[config.mk]
export PLATFORM = sky130hd
export DESIGN_NAME = reset_source_controller
export DESIGN_NICKNAME = d
export VERILOG_FILES = /design/src/logic/rstc_pkg.sv /design/src/logic/reset_source_controller.sv
export SDC_FILE = /design/constraint.sdc
export NUM_CORES = 1
export LEC_CHECK = 0
export BUFFER_PORTS_ARGS = -buffer_cell sky130_fd_sc_hd__buf_2
export CORE_MARGIN = 2
export CORE_UTILIZATION = 35
export CTS_CLUSTER_DIAMETER = 80
export CTS_CLUSTER_SIZE = 30
export DETAILED_ROUTE_END_ITERATION = 6
export HOLD_SLACK_MARGIN = 0.03
export SYNTH_ARGS = -nofsm -noshare
export SYNTH_HDL_FRONTEND = slang
export SYNTH_SLANG_ARGS = --single-unit
[constraint.sdc]
create_clock -name i_clk_sys -period 1.9 [get_ports i_clk_sys]
set_clock_uncertainty 0.1 [all_clocks]
set_input_delay 0.095 -clock i_clk_sys [delete_from_list [all_inputs] [get_ports i_clk_sys]]
set_output_delay 0.095 -clock i_clk_sys [all_outputs]
set_load 0.1 [all_outputs]
[src/logic/rstc_pkg.sv]
// constants, types and register map of the reset source controller
package rstc_pkg;
   // clock and times
   localparam int CLK_HZ        = 40_000_000;
   localparam int CLK_NS        = 25;
   localparam int POWERUP_MS    = 64;
   localparam int POWERUP_CYC   = POWERUP_MS * (CLK_HZ / 1000);
   localparam int PIN_MIN_NS    = 200;
   localparam int PIN_MIN_CYC   = (PIN_MIN_NS + CLK_NS - 1) / CLK_NS;
   localparam int RELOAD_CYC    = 16;
   localparam int SYSDLY_CYC    = 8;
   localparam int OST_CYC       = 64;
   localparam int LOCK_CYC      = 32;
   localparam int FSCM_CYC      = 16;
   localparam int CNT_W         = 22;
   // register byte offsets
   localparam logic [5:0] OFS_CAUSE     = 6'h00;
   localparam logic [5:0] OFS_CAUSE_CLR = 6'h04;
   localparam logic [5:0] OFS_CAUSE_SET = 6'h08;
   localparam logic [5:0] OFS_CAUSE_INV = 6'h0C;
   localparam logic [5:0] OFS_SWR       = 6'h10;
   localparam logic [5:0] OFS_SWR_CLR   = 6'h14;
   localparam logic [5:0] OFS_SWR_SET   = 6'h18;
   localparam logic [5:0] OFS_SWR_INV   = 6'h1C;
   localparam logic [5:0] OFS_UNLOCK    = 6'h20;
   localparam logic [5:0] OFS_STATUS    = 6'h24;
   // unlock keys, values arbitrary
   localparam logic [31:0] UNLOCK_KEY1  = 32'h0000_A5C3;
   localparam logic [31:0] UNLOCK_KEY2  = 32'h0000_3C5A;
   // cause flag positions
   localparam int F_POR   = 0;
   localparam int F_BOR   = 1;
   localparam int F_IDLE  = 2;
   localparam int F_SLEEP = 3;
   localparam int F_WATCHDOG_TIMEOUT_FLAG  = 4;
   localparam int F_SWR   = 6;
   localparam int F_PIN_RESET_FLAG  = 7;
   localparam int F_CMR   = 9;
   localparam logic [9:0] FLAG_MASK   = 10'h2DF;
   localparam logic [9:0] FLAG_RST    = 10'h003;
   localparam int BOOT_OSC_LSB        = 0;
   localparam logic [2:0] BOOT_OSC_RST = 3'h0;
   localparam logic [31:0] RESET_VECTOR = 32'hBFC0_0000;
   // avalon request bundle
   typedef struct packed {
      logic [5:0]  address;
      logic        read;
      logic        write;
      logic [31:0] writedata;
   } avmm_req_s;
   typedef enum {ST_POWERUP, ST_PRESET, ST_RELOAD, ST_OSC, ST_SYSDLY,
                 ST_RUN} seq_state_e;
endpackage

[src/logic/reset_source_controller.sv]
// reset source controller: cause flags, soft reset, release sequencing
//
// Register access over Avalon-MM and the placing of the registers are this design's own decisions.
`timescale 1ns/10ps

// Summary of operation
// - pin low past minimum width is synchronised, filtered, then resets
// - pin reset sets the pin reset flag, bit 7
// - software reset takes the same release path as a pin reset
// - arm bit writes ignored unless the unlock sequence completed
// - writing one to bit 0 arms a pending software reset
// - reading the armed register triggers reset on the next cycle
// - software reset sets the soft reset flag, bit 6
// - watchdog timeout while running is synchronised then resets
// - watchdog timeout in sleep or idle wakes to reset vector only
// - brown-out is synchronised, resets, and sets flag bit 1
// - each config load compares bit pairs; mismatch raises a reset
// - mismatch reset sets the config mismatch flag, bit 9
// - resets load the reset vector; interrupt wake loads the vector given
// - power-on sets bits 0 and 1; brown-out keeps only power-on
// - wait instruction sets sleep or idle flag; pin/watchdog keep it
// - flags are software settable and clearable and survive other resets
// - every reset reloads config; only power-on presets words to ones
// - boot clock comes from the boot oscillator select field of each reload without a mismatch
// - pin, mismatch, soft, watchdog: reload time plus eight cycles only
// - power-on adds power-up delay; power-on and brown-out add clock delays
// - clear, set, invert companions act on ones bits; reads return zero
// - core reset released eight cycles after system reset release
module reset_source_controller #(
   parameter int POWERUP_CYCLES = rstc_pkg::POWERUP_CYC
) (
   // clock and power-on reset
   input  wire logic               i_clk_sys,
   input  wire logic               i_rst_n,
   // register bus
   input  wire rstc_pkg::avmm_req_s i_avmm,
   output logic [31:0]             o_avmm_readdata,
   output logic                    o_avmm_waitrequest,
   // reset sources, asynchronous
   input  wire logic               i_ext_reset_pin_n,
   input  wire logic               i_watchdog_timeout,
   input  wire logic               i_brownout,
   // power modes
   input  wire logic               i_wait_sleep,
   input  wire logic               i_wait_idle,
   input  wire logic               i_int_wake,
   input  wire logic [31:0]        i_int_vector,
   // configuration words and complements
   input  wire logic [31:0]        i_cfg_word,
   input  wire logic [31:0]        i_cfg_comp,
   input  wire logic               i_cfg_load_sleep,
   // reset outputs
   output logic                    o_internal_system_reset,
   output logic                    o_core_reset,
   output logic                    o_cfg_preset,
   output logic                    o_cfg_reload,
   output logic [2:0]              o_boot_osc_select,
   output logic [31:0]             o_restart_pc,
   output logic                    o_wake_to_reset_vector
);
   import rstc_pkg::*;

   logic [2:0]       sync1;
   logic [2:0]       sync2;
   logic             wdt_last;
   logic [3:0]       pin_cnt;
   logic             pin_req;
   logic             bor_req;
   logic             wdt_ev;
   logic             wdt_run;
   logic             swr_req;
   logic             cmr_req;
   logic             any_req;
   logic             lowpwr;
   logic             mismatch;
   logic             reload_end;
   logic [9:0]       flags;
   logic [9:0]       next_flags;
   logic             arm;
   logic [1:0]       unlock;
   logic             need_osc;
   logic [2:0]       boot_osc;
   logic [CNT_W-1:0] cnt;
   logic [CNT_W-1:0] osc_cycles;
   seq_state_e       state;
   logic             acc_wr;
   logic             acc_rd;
   logic [31:0]      wd;

   // two-stage synchronisers for pin, watchdog and brown-out
   genvar g;
   for (g = 0; g < 3; g++) begin : g_sync
      always_ff @(posedge i_clk_sys or negedge i_rst_n) begin
         if (!i_rst_n) begin
            sync1[g] <= 1'b0;
            sync2[g] <= 1'b0;
         end else begin
            sync1[g] <= (g == 0) ? !i_ext_reset_pin_n
                      : (g == 1) ? i_watchdog_timeout : i_brownout;
            sync2[g] <= sync1[g];
         end
      end
   end

   // noise filter: pin must stay low the minimum width
   always_ff @(posedge i_clk_sys or negedge i_rst_n) begin
      if (!i_rst_n) begin
         pin_cnt  <= 4'h0;
         wdt_last <= 1'b0;
      end else begin
         wdt_last <= sync2[1];
         if (!sync2[0])
            pin_cnt <= 4'h0;
         else if (pin_cnt != 4'(PIN_MIN_CYC))
            pin_cnt <= pin_cnt + 4'h1;
      end
   end

   assign pin_req = pin_cnt == 4'(PIN_MIN_CYC);
   assign bor_req = sync2[2];
   assign wdt_ev  = sync2[1] && !wdt_last;
   assign wdt_run = wdt_ev && !lowpwr;
   assign mismatch   = (i_cfg_word ^ i_cfg_comp) != 32'hFFFF_FFFF;
   assign reload_end = state == ST_RELOAD
                    && cnt == CNT_W'(RELOAD_CYC - 1);
   assign cmr_req = mismatch && (reload_end || i_cfg_load_sleep);
   // software reset takes the same path as a pin reset
   assign any_req = pin_req || bor_req || wdt_run || swr_req
                 || cmr_req;

   // bus access is taken on the edge where waitrequest is low
   assign acc_wr = i_avmm.write && !o_avmm_waitrequest;
   assign acc_rd = i_avmm.read && !o_avmm_waitrequest;
   assign wd     = i_avmm.writedata;

   // one wait state per access keeps read data registered
   always_ff @(posedge i_clk_sys or negedge i_rst_n) begin
      if (!i_rst_n) begin
         o_avmm_waitrequest <= 1'b1;
         o_avmm_readdata    <= 32'h0000_0000;
      end else begin
         o_avmm_waitrequest <= !((i_avmm.read || i_avmm.write)
                                 && o_avmm_waitrequest);
         if (i_avmm.read && o_avmm_waitrequest) begin
            unique case (i_avmm.address)
               OFS_CAUSE:  o_avmm_readdata <= {22'h0, flags};
               OFS_SWR:    o_avmm_readdata <= {31'h0, arm};
               OFS_STATUS: o_avmm_readdata <= {25'h0, unlock[1],
                                               need_osc, boot_osc,
                                               lowpwr, o_core_reset};
               // companions and unmapped offsets read zero
               default:    o_avmm_readdata <= 32'h0000_0000;
            endcase
         end
      end
   end

   // unlock sequence: key one then key two, any other value relocks
   always_ff @(posedge i_clk_sys or negedge i_rst_n) begin
      if (!i_rst_n)
         unlock <= 2'h0;
      else if (any_req)
         unlock <= 2'h0;
      else if (acc_wr && i_avmm.address == OFS_UNLOCK) begin
         if (wd == UNLOCK_KEY1)
            unlock <= 2'h1;
         else if (wd == UNLOCK_KEY2 && unlock == 2'h1)
            unlock <= 2'h2;
         else
            unlock <= 2'h0;
      end
   end

   // arm bit, written only while unlocked; read while armed triggers
   always_ff @(posedge i_clk_sys or negedge i_rst_n) begin
      if (!i_rst_n) begin
         arm     <= 1'b0;
         swr_req <= 1'b0;
      end else begin
         swr_req <= acc_rd && i_avmm.address == OFS_SWR && arm;
         if (any_req)
            arm <= 1'b0;
         else if (acc_wr && unlock[1]) begin
            unique case (i_avmm.address)
               OFS_SWR:     arm <= wd[0];
               OFS_SWR_SET: arm <= arm || wd[0];
               OFS_SWR_CLR: arm <= arm && !wd[0];
               OFS_SWR_INV: arm <= arm ^ wd[0];
               default:     arm <= arm;
            endcase
         end
      end
   end

   // sleep or idle entered by the wait instruction
   always_ff @(posedge i_clk_sys or negedge i_rst_n) begin
      if (!i_rst_n)
         lowpwr <= 1'b0;
      else if (any_req || i_int_wake || wdt_ev)
         lowpwr <= 1'b0;
      else if (i_wait_sleep || i_wait_idle)
         lowpwr <= 1'b1;
   end

   // cause flags: software op first, then brown-out clear, then sets
   always_comb begin
      next_flags = flags;
      if (acc_wr) begin
         unique case (i_avmm.address)
            OFS_CAUSE:     next_flags = wd[9:0];
            OFS_CAUSE_CLR: next_flags = flags & ~wd[9:0];
            OFS_CAUSE_SET: next_flags = flags | wd[9:0];
            OFS_CAUSE_INV: next_flags = flags ^ wd[9:0];
            default:       next_flags = flags;
         endcase
      end
      if (bor_req)
         next_flags = next_flags & (10'h001 << F_POR);
      // hardware sets win over a clear in the same cycle
      next_flags[F_BOR]   = next_flags[F_BOR] || bor_req;
      next_flags[F_PIN_RESET_FLAG]  = next_flags[F_PIN_RESET_FLAG] || pin_req;
      next_flags[F_SWR]   = next_flags[F_SWR] || swr_req;
      next_flags[F_WATCHDOG_TIMEOUT_FLAG]  = next_flags[F_WATCHDOG_TIMEOUT_FLAG] || wdt_ev;
      next_flags[F_CMR]   = next_flags[F_CMR] || cmr_req;
      next_flags[F_SLEEP] = next_flags[F_SLEEP] || i_wait_sleep;
      next_flags[F_IDLE]  = next_flags[F_IDLE] || i_wait_idle;
      next_flags = next_flags & FLAG_MASK;
   end

   // power-on reset is the async reset of this block itself
   always_ff @(posedge i_clk_sys or negedge i_rst_n) begin
      if (!i_rst_n)
         flags <= FLAG_RST;
      else
         flags <= next_flags;
   end

   // clock delays depend on the boot oscillator: pll and crystal codes
   always_comb begin
      osc_cycles = CNT_W'(FSCM_CYC);
      if (boot_osc == 3'h1 || boot_osc == 3'h3)
         osc_cycles = osc_cycles + CNT_W'(LOCK_CYC);
      if (boot_osc == 3'h2 || boot_osc == 3'h3 || boot_osc == 3'h4)
         osc_cycles = osc_cycles + CNT_W'(OST_CYC);
      if (boot_osc == 3'h0 || boot_osc == 3'h7)
         osc_cycles = CNT_W'(1);
   end

   // release sequence; a held source keeps the reload restarting
   always_ff @(posedge i_clk_sys or negedge i_rst_n) begin
      if (!i_rst_n) begin
         state    <= ST_POWERUP;
         cnt      <= '0;
         need_osc <= 1'b1;
      end else if (any_req) begin
         state    <= ST_RELOAD;
         cnt      <= '0;
         need_osc <= need_osc || bor_req;
      end else begin
         cnt <= cnt + CNT_W'(1);
         unique case (state)
            ST_POWERUP:
               if (cnt == CNT_W'(POWERUP_CYCLES - 1)) begin
                  state <= ST_PRESET;
                  cnt   <= '0;
               end
            ST_PRESET: begin
               state <= ST_RELOAD;
               cnt   <= '0;
            end
            ST_RELOAD:
               if (reload_end) begin
                  state <= need_osc ? ST_OSC : ST_SYSDLY;
                  cnt   <= '0;
               end
            ST_OSC:
               if (cnt == osc_cycles - CNT_W'(1)) begin
                  state <= ST_SYSDLY;
                  cnt   <= '0;
               end
            ST_SYSDLY:
               if (cnt == CNT_W'(SYSDLY_CYC - 1)) begin
                  state    <= ST_RUN;
                  need_osc <= 1'b0;
                  cnt      <= '0;
               end
            ST_RUN:
               cnt <= '0;
         endcase
      end
   end

   // boot clock latched from the config word at every reload without a mismatch
   always_ff @(posedge i_clk_sys or negedge i_rst_n) begin
      if (!i_rst_n)
         boot_osc <= BOOT_OSC_RST;
      else if (reload_end && !mismatch)
         boot_osc <= i_cfg_word[BOOT_OSC_LSB +: 3];
   end

   // registered reset and sequencing outputs
   always_ff @(posedge i_clk_sys or negedge i_rst_n) begin
      if (!i_rst_n) begin
         o_internal_system_reset <= 1'b1;
         o_core_reset            <= 1'b1;
         o_cfg_preset            <= 1'b0;
         o_cfg_reload            <= 1'b0;
         o_boot_osc_select       <= BOOT_OSC_RST;
      end else begin
         o_internal_system_reset <= any_req
            || !(state == ST_SYSDLY || state == ST_RUN);
         o_core_reset      <= any_req || state != ST_RUN;
         o_cfg_preset      <= state == ST_PRESET;
         o_cfg_reload      <= state == ST_RELOAD && !any_req;
         o_boot_osc_select <= boot_osc;
      end
   end

   // restart address and watchdog wake from low power
   always_ff @(posedge i_clk_sys or negedge i_rst_n) begin
      if (!i_rst_n) begin
         o_restart_pc           <= RESET_VECTOR;
         o_wake_to_reset_vector <= 1'b0;
      end else begin
         o_wake_to_reset_vector <= wdt_ev && lowpwr && !any_req;
         if (any_req || (wdt_ev && lowpwr))
            o_restart_pc <= RESET_VECTOR;
         else if (i_int_wake)
            o_restart_pc <= i_int_vector;
      end
   end
endmodule

# Yosys cells after proc, flatten, opt, wreduce, memory -nomap -nowiden
# Index checks and enable logic that the tools add are counted.
# W data, S select, Z words.
[word_totals]
latchBits = 0
memories = 0
output_inout_bits = 73
wordCells = 179
rom_bits = 0
reg_bits = 155
mem_bits_rw = 0
input_bits = 145
[classes]
add_sub_neg = 4
n_eq_ne = 39
magnitude_cmp = 0
n_div = 0
n_mul = 0
n_bitwise = 6
n_reduce_logical = 68
n_shift = 0
n_mux = 36
[ops]
columns = ["cell", "count"]
rows = [
  ["$mux W32", 7],
  ["$pmux W32 S5", 1],
  ["$mux W22", 7],
  ["$pmux W22 S5", 1],
  ["$eq A32 B2 Y1 const B", 3],
  ["$eq A32 B3 Y1 const B", 3],
  ["$eq A32 B4 Y1 const B", 2],
  ["$pmux W10 S4", 1],
  ["$eq A32 B1 Y1 const B", 1],
  ["$eq A32 B14 Y1 const B", 1],
  ["$eq A32 B16 Y1 const B", 1],
  ["$logic_not A32 Y1", 1],
  ["$ne A32 B32 Y1 const B", 1],
  ["$ne A32 B4 Y1 const B", 1],
  ["$xor A32 B32 Y32", 1],
  ["$pmux W10 S3", 1],
  ["$logic_or A1 B1 Y1", 26],
  ["$eq A6 B5 Y1 const B", 4],
  ["$add A22 B1 Y22 const B", 1],
  ["$eq A22 B22 Y1", 1],
  ["$eq A22 B22 Y1 const B", 1],
  ["$eq A22 B3 Y1 const B", 1],
  ["$eq A22 B4 Y1 const B", 1],
  ["$sub A22 B1 Y22 const B", 1],
  ["35 further kinds", 84],
]

# Logic depth before layout (Yosys ltp)
# Gate-level depths: netlist of run 1.
[logic_depth]
ltp_word = 11
depth_mapped = 9
mapped_depth_nobuf = 7

# Worst setup path before layout of run 1
# Ideal clock, no wire load.
[synth_path]
kind = "register to register"
from = "register cnt[0]"
to = "register state[1]"
slack_ns = -0.113
t_arrival_ns = 1.787
path_stages_with_launch = 9
cell_sequence = "dfrtp_1 -> ha_1 -> and3_1 -> buf_2 -> nand4_1 -> nor3_2 -> a211o_1 -> nand2_1 -> a221o_1"
[synth_between]
elab_chain_len = 7
word_cells_on_any_way = 15
classes_between = "8 x eq/ne; 1 x mux; 6 x reduce/logical"
[synth_lines]
columns = ["element", "line", "text"]
rows = [
  ["from (decl)", "reset_source_controller.sv:83", "logic [CNT_W-1:0] cnt;"],
  ["from (signal assigned)", "reset_source_controller.sv:260", "cnt <= cnt + CNT_W'(1);"],
  ["$eq A22 B4 Y1", "reset_source_controller.sv:125", "&& cnt == CNT_W'(RELOAD_CYC - 1);"],
  ["$logic_and A1 B1 Y1", "reset_source_controller.sv:125", ""],
  ["$logic_or A1 B1 Y1", "reset_source_controller.sv:126", "assign cmr_req = mismatch && (reload_end || i_cfg_load_sleep);"],
  ["$logic_and A1 B1 Y1", "reset_source_controller.sv:126", ""],
  ["$logic_or A1 B1 Y1", "reset_source_controller.sv:129", "|| cmr_req;"],
  ["$reduce_bool A6 Y1 (no source line) or $ne A3 B3 Y1 (tied branches)", "-", ""],
  ["$reduce_and A5 Y1 (no source line)", "-", ""],
  ["to (signal assigned)", "reset_source_controller.sv:273", "state <= need_osc ? ST_OSC : ST_SYSDLY;"],
  ["to (decl)", "reset_source_controller.sv:85", "seq_state_e state;"],
]
# Several ways; a longest one is shown, not always the timed one.
# A chain may end at the register's enable or synchronous reset.

# Worst setup path in the final report of run 1
[layout_path]
from = "register cnt[13]"
to = "register o_restart_pc[5]"
[layout_between]
elab_chain_len = 7
word_cells_on_any_way = 8
classes_between = "1 x eq/ne; 1 x mux; 6 x reduce/logical"
[layout_lines]
columns = ["element", "line", "text"]
rows = [
  ["$eq A22 B4 Y1 *", "reset_source_controller.sv:125", ""],
  ["$logic_and A1 B1 Y1 *", "reset_source_controller.sv:125", ""],
  ["$logic_or A1 B1 Y1 *", "reset_source_controller.sv:126", ""],
  ["$logic_and A1 B1 Y1 *", "reset_source_controller.sv:126", ""],
  ["$logic_or A1 B1 Y1 *", "reset_source_controller.sv:129", ""],
  ["$logic_or A1 B1 Y1 *", "reset_source_controller.sv:326", "if (any_req || (wdt_ev && lowpwr))"],
  ["$mux W32 or $reduce_bool A2 Y1 (tied branches)", "-", ""],
  ["to (signal assigned)", "reset_source_controller.sv:329", "o_restart_pc <= i_int_vector;"],
  ["to (decl)", "reset_source_controller.sv:58", "output logic [31:0] o_restart_pc,"],
]
# Mark *: on every way between the ends. The rest lies on a longest branch, timed or not.

==> flow_summary.ini, run 1 <==
[drt]
num_vias = 5360
totalWireLength_um = 15700
drcViolationCount = 0
drt_iter0_drc = 256
first_pass_iters = 4
vias_per_cell = 4.77
drtAntennaViolNets = 0
wire_per_inst_um = 14.0

[worst_setup_path]
rr_worst_depth = 8
max_stage_delay_ns = 0.41
cp_common_cell = nor4_4
crit_type = register to register
worst-endpoint-required_ns = 2.04
startpoint_type = register
cp_cell_sequence = nor4_4, nand4_4, nor4_4, o22ai_4, nand3_2, buf_12, clkbuf_16, nor2_2
worstPathMaxFanout = 6
cp-end-kind = register
cp_slowest_cell = dfrtp_1
arrival_ns = 2.26

[synth]
synth_common_cells = dfrtp_1, nor2_1, xnor2_1
yosys_warnings = 0
synth.most_common_cell = dfrtp_1
synthCells = 583
synth_top_cell_area_share_pct = 37.9
synth_top_cell_by_area = dfrtp_1
synth-edff-count = 0
synth.avg_cell_area_um2 = 9.98
ys_ff_latch = 103
synth-seq-area-share_pct = 44.6
syn_area_um2 = 5820
yosysUniqueCellTypes = 56
ys.flop_type = dfrtp_1
yosys-top-cells-area = dfrtp_1, dfstp_2, xnor2_1
async_reset_ff_share_pct = 100

[timing]
max_slew_margin_pct = 63.3
hold_slack_ns = 0.0474
hold_violations = 0
worst_pin_slew_ns = 0.550
fin_crit_ns = 2.12
setup_viol = 69
setup_tns_ns = -12.19
rsz0062_at_grt = yes
finalMaxSlewViolations = 0
post-route-period-util_pct = 112
fmax_ghz = 0.471
setup_slack_ns = -0.224

[finish]
fin_nets = 1065
drive_above_1_share_pct = 43.3
instances_no_fill = 1124
area_growth_pct = 51.8
antennaDiodeCount = 0
nFillCells = 1463
final_area_um2 = 8830
fin_util_pct = 53.8

[global_route]
grt_pass1_wl_um = 25400
grt_pass1_vias = 5204
antenna_found_initial = 0
grt_start_max_net_pins = 43
overflow = 0
globalRouteTotalUtil_pct = 17.7

[clock_network]
cts_sinks = 103
htree_num_levels = 3
root_buffer = clkbuf_16
cts_max_path_buffers = 2
cts.clk_slew.worst_paths_ns = 0.07
tritoncts = yes
numCtsBuffers = 9
clk_latency_ns = 0.35

[pwr]
ir_worst_vdd_mv = 0.485
switchingPower_mw = 1.62
switching_share_pct = 30.3
p_clk_share_pct = 35.7
internal_power_mw = 3.73
power_density_nw_per_um2 = 606
leakage_nw = 4.15
p_total_mw = 5.35
combPwrFrac_pct = 21.5
power.share.sequential_pct = 42.7

[place]
gp_congestion = 0.864
post-place-ws_ns = -0.327
hpwl_um = 11300
placedCellCount = 1050
port_buffers = 194
place_area_um2 = 7630

[run_status]
status = finished with violations
violations = negative setup slack

[hold_path]
hp-class = input port to register
hold-path-cell-count = 3

[job]
drv_cap = 0

[die]
coreArea_um2 = 16400
dieArea_um2 = 17700
rows = 47
initial_utilization_pct = 35.4
die_width_um = 133
die_h_um = 133
pin_count = 218
cells in the final DEF, fill, tap and decap left out, drive strengths merged, types with 21 or more instances in the layout:
| cell | n |
|---|---|
| nor3 | 30 |
| dfrtp | 88 |
| conb | 23 |
| buf | 282 |
| o21ai | 21 |
| xnor2 | 43 |
| nor2 | 54 |
| nor4 | 22 |
| nand2 | 32 |
| inv | 30 |
| ha | 21 |
| mux2i | 25 |
| dlygate4sd3 | 46 |
registers in the layout, indices dropped and copies added (netlist names), 2 cells and up:
name               cells
sync1                  3
cnt                   22
o_restart_pc          32
sync2                  2
o_avmm_readdata        9
flags                  8
boot_osc               3
state                  3
o_boot_osc_select      3
unlock                 2
pin_cnt                4
timing repair:
item,CTS,global route
pin swaps,10,16
hold buffers,46,0
resized for setup,22,49
endpoints found under the setup margin,75,74
cloned,0,4
setup buffers,6,2
hold endpoints to repair,80,0
critical path: cells and delay by family (launching register included):
| family | cells | cell delay [ns] |
|---|---|---|
| compound gates | 1 | 0.14 |
| buf+inv | 2 | 0.30 |
| simple gates | 5 | 1.06 |
| flops | 1 | 0.41 |
power groups by stage:
stage	combinational [mW]	clock, mW	sequential (mW)
4_1_cts	1.10	1.97	2.29
5_1_grt	1.23	2.05	2.29
6_report	1.15	1.91	2.29
2_1_floorplan	0.495	0	2.52
3_5_place_dp	1.02	0	2.33
3_3_place_gp	1.01	0	2.33
per-layer routing:
layer | track usage, % | routed length [µm] | vias up
li1 | - | - | 2646
met1 | 24.2 | 7230 | 2534
met2 | 28.9 | 7510 | 159
met3 | 2.76 | 695 | 21
met4 | 5.38 | 248 | 0
met5 | 0 | 0 | -
worst paths after layout:
kind,startpoint,end,slack (ns)
worst max-delay path,cnt[13],o_restart_pc[5],-0.22
worst min-delay path,i_avmm[38],flags[0],0.05
worst max register to register,cnt[13],o_restart_pc[5],-0.22
worst min register to register,sync1[1],sync2[1],0.25
max in group asynchronous,i_rst_n,o_cfg_reload,0.88
min in group asynchronous,i_rst_n,o_boot_osc_select[1],0.17
cell type report:
class                           instances  area, µm²  area share (%)
Clock buffer                           10        239            2.71
Clock inverter                          6       67.6           0.766
Inverter                               28        105            1.19
Multi-Input combinational cell        427       3260            36.9
Sequential cell                       103       2600            29.5
Tap cell                              220        275            3.12
Timing Repair Buffer                  330       2280            25.9
cells by family (layout without fill, tap and decap cells):
kind of cell	after synthesis	after routing	synth area share (%)
and+or+nand+nor	222	223	21.3
DFF	103	103	44.6
xor gates and xnor gates	56	56	8.43
buffers and inverters	76	374	6.95
adders and majority gates	21	21	4.52
other	1	23	0.0645
muxes	29	29	5.27
AOI/OAI and AO/OA	75	75	8.86
Power figures use the tool's default switching activity.
==> run 2, diff against run 1 <==
--- a/config.mk
+++ b/config.mk
@@ -7,7 +7,7 @@
 export LEC_CHECK = 0
 export BUFFER_PORTS_ARGS = -buffer_cell sky130_fd_sc_hd__buf_2
 export CORE_MARGIN = 2
-export CORE_UTILIZATION = 35
+export CORE_UTILIZATION = 30
 export CTS_CLUSTER_DIAMETER = 80
 export CTS_CLUSTER_SIZE = 30
 export DETAILED_ROUTE_END_ITERATION = 6
==> run 2 against run 1 <==
  * The run still ends with negative setup slack left
  * Highest routed layer unchanged
  * Cell area increased by 2.6%
  * Total power up 1.8%
  * Worst setup slack worse by 0.11 ns
  * Final cell count grew 4.2%
  * Combinational power rose by 4%
  * Routed wire length rose by 7.9%
==> flow_summary.ini, run 2 (synthesis results as in run 1) <==
[pwr]
p_clk_share_pct = 36.1
combPwrFrac_pct = 22.0
power.share.sequential_pct = 42.0
switching_share_pct = 29.8
internal_power_mw = 3.83
p_total_mw = 5.45
switchingPower_mw = 1.62
leakage_nw = 4.25
power_density_nw_per_um2 = 602
ir_worst_vdd_mv = 0.373

[global_route]
antenna_found_initial = 0
overflow = 0
grt_start_max_net_pins = 43
grt_pass1_vias = 5520
grt_pass1_wl_um = 26400
globalRouteTotalUtil_pct = 16.2

[finish]
fin_nets = 1072
largest_reg_flops = 32
fin_util_pct = 47.9
largestRegisters = o_restart_pc x32, cnt x22, o_avmm_readdata x9
final_common_cell = buf_2
final_cell_mix = buf_2, dfrtp_1, buf_4
area_growth_pct = 55.6
antennaDiodeCount = 0
drive_above_1_share_pct = 43.8
top_register = o_restart_pc

[worst_setup_path]
worst-endpoint-required_ns = 2.03
worstPathMaxFanout = 6
startpoint_type = register
crit_type = register to register
cp-end-kind = register
arrival_ns = 2.36

[drt]
drtAntennaViolNets = 0
drt_iter0_drc = 260
totalWireLength_um = 16900
first_pass_iters = 4
drcViolationCount = 0
wire_per_inst_um = 14.5
num_vias = 5482
vias_per_cell = 4.68

[die]
coreArea_um2 = 18900
pin_count = 218
initial_utilization_pct = 30.8
rows = 50
die_width_um = 143
dieArea_um2 = 20500
die_h_um = 143

[timing]
setup_slack_ns = -0.334
fin_crit_ns = 2.23
worst_pin_slew_ns = 0.561
rsz0062_at_grt = yes
hold_violations = 0
post-route-period-util_pct = 118
setup_viol = 70
fmax_ghz = 0.448
max_slew_margin_pct = 62.5
finalMaxSlewViolations = 0

[place]
hpwl_um = 11600
port_buffers = 194
gp_congestion = 0.834

[clock_network]
cts_sinks = 103
cts_max_path_buffers = 2
htree_num_levels = 3
cts.clk_slew.worst_paths_ns = 0.07
clk_latency_ns = 0.35
root_buffer = clkbuf_16
tritoncts = yes
numCtsBuffers = 9

[job]
drv_cap = 0

[run_status]
status = finished with violations
violations = negative setup slack

[hold_path]
hp-class = input port to register
## run 2: cell count changes in the layout (fill, tap and decap cells not counted), moves of 3 or more
| cell | change |
|---|---|
| nor2_4 | -4 |
| a221oi_1 | +3 |
| nor2_2 | +5 |
| buf_6 | +8 |
| a221oi_2 | -3 |
| buf_4 | -5 |
| nor3_2 | -3 |
## run 2: path summary, 6_finish.rpt
check | from | cells past startpoint | end | slack (ns)
hold / removal | i_avmm[15] | 4 | unlock[0] | 0.04
min in group asynchronous | i_rst_n | 2 | cnt[16] | 0.15
setup reg to reg | cnt[15] | 8 | cnt[14] | -0.33
max in group asynchronous | i_rst_n | 3 | flags[0] | 0.92
hold reg to reg | sync1[1] | 0 | sync2[1] | 0.25
setup / recovery | cnt[15] | 8 | cnt[14] | -0.33
## run 2: power groups by stage
stage               Sequential (mW)  Clock (mW)  Combinational [mW]
floorplan                      2.52           0               0.495
global placement               2.33           0                1.01
detailed placement             2.33           0                1.02
CTS                            2.29        2.03                1.15
global route                   2.29        2.11                1.28
finish                         2.29        1.97                1.20
## run 2: worst max-delay path: stages, from the launching register on
cell,delay (ns)
dfrtp_1,0.42
nor4_4,0.39
nand4_4,0.19
buf_6,0.17
o31ai_2,0.28
a21boi_2,0.22
buf_6,0.14
clkbuf_16,0.15
nor3_2,0.05
## run 2: cell type report
cell class / instances / area (µm²)
clock buffer: 12 / 267
clock inverter: 4 / 52.6
fill: 1791 / 9840
inverter: 28 / 105
multi-input combinational: 427 / 3250
sequential: 103 / 2600
tap: 260 / 325
timing repair buffer: 337 / 2450
## run 2: what timing repair did
action                                  4_1_cts  5_1_grt
endpoints found under the setup margin       72       73
endpoints found under the hold margin       117        0
pin swaps                                    21       22
buffers inserted                              9        6
resized for setup                            36       44
cloned                                        2        6
hold buffers                                 44        0
## run 2: per-layer routing
layer	track usage (%)	part of all wire, %	vias to the layer above
met5	0	0	-
met4	5.99	2.3	0
met3	2.78	4.7	33
met2	28.1	50	172
met1	20.2	43	2619
li1	-	-	2658
## run 2: stage by stage
step	cells	area [µm²]	setup TNS (ns)	hold slack, ns	setup slack [ns]
2_1_floorplan	605	6000	-4.04	-0.301	-0.0915
3_3_place_gp	1088	7660	-12.93	0.00146	-0.265
3_5_place_dp	1088	7660	-14.75	0.00433	-0.309
4_1_cts	1159	8720	-16.13	0.0329	-0.282
5_1_grt	1171	9050	-24.77	0.0396	-0.407
6_report	1171	9050	-16.90	0.0450	-0.334
==> run 3, diff against run 2 <==
--- a/config.mk
+++ b/config.mk
@@ -5,13 +5,14 @@
 export SDC_FILE = /design/constraint.sdc
 export NUM_CORES = 1
 export LEC_CHECK = 0
-export BUFFER_PORTS_ARGS = -buffer_cell sky130_fd_sc_hd__buf_2
 export CORE_MARGIN = 2
 export CORE_UTILIZATION = 30
 export CTS_CLUSTER_DIAMETER = 80
 export CTS_CLUSTER_SIZE = 30
 export DETAILED_ROUTE_END_ITERATION = 6
+export DONT_BUFFER_PORTS = 1
 export HOLD_SLACK_MARGIN = 0.03
+export PLACE_DENSITY_LB_ADDON = 0.15
 export SYNTH_ARGS = -nofsm -noshare
 export SYNTH_HDL_FRONTEND = slang
 export SYNTH_SLANG_ARGS = --single-unit
==> run 3 against run 2 <==
  * The flow finishes with violations (negative hold slack, negative setup slack)
  * Final cell count down 13%
  * Cell area decreased by 11%
  * Sequential power is essentially flat
  * Combinational power decreased by 21%
  * Count of clock-buffer cells in the layout unchanged
  * First-iteration DRC count down 27%
  * Worst setup slack improved by 0.12 ns
  * Routed wire length is 4.9% lower
  * Die area unchanged
  * Register-to-register slack gained 0.12 ns
  * Largest cell class unchanged
  * Highest routed layer unchanged
==> flow_summary.ini, run 3 (synthesis results as in run 1) <==
[finish]
largestRegisters = o_restart_pc x32, cnt x22, o_avmm_readdata x9
top_register = o_restart_pc
fin_nets = 917
area_growth_pct = 38.7
nFillCells = 1823
drive_above_1_share_pct = 26.1
multi_input_area_um2 = 3110
final_common_cell = buf_4
largest_reg_flops = 32
final-seq-area_um2 = 2600
final_area_um2 = 8070
final_cell_mix = buf_4, dfrtp_1, dlygate4sd3_1
antennaDiodeCount = 0

[drt]
drt_iter0_drc = 190
num_vias = 4894
met2_length_um = 8220
dr.max_layer_used = met4
dr_wl_met3_um = 695
totalWireLength_um = 16100
met1Wirelength_um = 6980
wire_per_inst_um = 15.8
drcViolationCount = 0
drtAntennaViolNets = 0
first_pass_iters = 4
vias_per_cell = 4.82

[clock_network]
htree_num_levels = 3
numCtsBuffers = 9
cts_max_path_buffers = 2
clk_latency_ns = 0.35
cts.clk_slew.worst_paths_ns = 0.07
tritoncts = yes
cts_sinks = 103
root_buffer = clkbuf_16

[die]
dieArea_um2 = 20500
die_width_um = 143
initial_utilization_pct = 30.8
coreArea_um2 = 18900
rows = 50
pin_count = 218
die_h_um = 143

[hold_path]
hp-class = input port to asynchronous set/reset pin

[global_route]
grt_pass1_wl_um = 25400
grt_start_max_net_pins = 104
globalRouteTotalUtil_pct = 15.8
antenna_found_initial = 0
grt_pass1_vias = 5016
overflow = 0

[worst_setup_path]
r2r_slack_ns = -0.21
rr_worst_depth = 7
crit_start = cnt[10]
r2r_end = state[1]
arrival_ns = 2.24
startpoint_type = register
crit_path_end = state[1]
r2r-start = cnt[10]
crit_type = register to register
cp-end-kind = register
worstPathMaxFanout = 4
worst-endpoint-required_ns = 2.03

[place]
port_buffers = 0
place_area_um2 = 6870
hpwl_um = 11500
gp_congestion = 0.772

[timing]
post-route-period-util_pct = 111
rsz0062_at_grt = yes
setup_slack_ns = -0.210
max_slew_margin_pct = 66.1
finalMaxSlewViolations = 0
hold_violations = 103
setup_tns_ns = -11.62
worst_pin_slew_ns = 0.510
hold_slack_ns = -0.659
setup_viol = 69
fmax_ghz = 0.474
fin_crit_ns = 2.11

[pwr]
ir_worst_vdd_mv = 0.402
p_total_mw = 5.15
leakage_nw = 3.52
power_density_nw_per_um2 = 638

[run_status]
violations = negative hold slack, negative setup slack
status = finished with violations

[job]
drv_cap = 0
[run 3: changes by cell type in the layout (fill, tap and decap cells not counted), sizes merged]
cell / previous run / this run
buf: 290 / 117
clkbuf: 15 / 13
clkinv: 3 / 1
clkinvlp: 0 / 2
dlygate4sd3: 44 / 64
nand2: 32 / 33
or3: 4 / 3
[run 3: area by class of cell]
cell class | instances | share of cell area (%)
Sequential cell | 103 | 32.2
Clock inverter | 4 | 0.667
Clock buffer | 12 | 3.18
Inverter | 28 | 1.30
Tap cell | 260 | 4.03
Timing Repair Buffer | 182 | 20.1
Multi-Input combinational cell | 427 | 38.5
[run 3: critical path, cell delays in order (launching register included)]
cell     delay (ns)
dfrtp_1        0.40
nor4_4         0.31
nand4_1        0.21
buf_4          0.21
nor3_1         0.24
a211o_1        0.16
nand2_1        0.06
a221o_1        0.30
[run 3: how the worst min path moves through the flow]
stage                  endpoint  cells past startpoint
detailed placement  boot_osc[0]                      0
floorplan                   arm                      0
finish              boot_osc[0]                      0
global route        boot_osc[0]                      0
global placement    boot_osc[0]                      0
CTS                 boot_osc[0]                      0
[run 3: metrics by stage]
step / util [%] / instances / setup WS [ns]
after global placement: 36.4 / 926 / -0.226
after detailed placement: 36.4 / 926 / -0.253
after CTS: 41.6 / 1006 / -0.227
final: 42.7 / 1016 / -0.210
after global routing: 42.7 / 1016 / -0.316
after floorplan: - / 605 / -0.0915
[run 3: report_power, final]
part / internal [mW] / switching, mW / total [mW] / leakage [nW]
registers: 2.25 / 0.0357 / 2.29 / 1.35
clock network: 1.10 / 0.820 / 1.92 / 0.145
logic: 0.320 / 0.628 / 0.947 / 2.03
[run 3: what timing repair did]
| item | CTS | global route |
|---|---|---|
| hold endpoints to repair | 159 | 104 |
| pin swaps | 0 | 8 |
| setup endpoints to repair | 71 | 71 |
| gates resized for setup | 5 | 23 |
| hold buffers | 62 | 4 |
| setup buffers | 1 | 5 |
| gates cloned | 1 | 2 |
[run 3: layer usage]
layer | GRT usage [%] | up-vias
li1 | - | 2351
met2 | 27.3 | 140
met5 | 0 | -
met4 | 4.70 | 0
met3 | 3.52 | 19
met1 | 19.6 | 2384
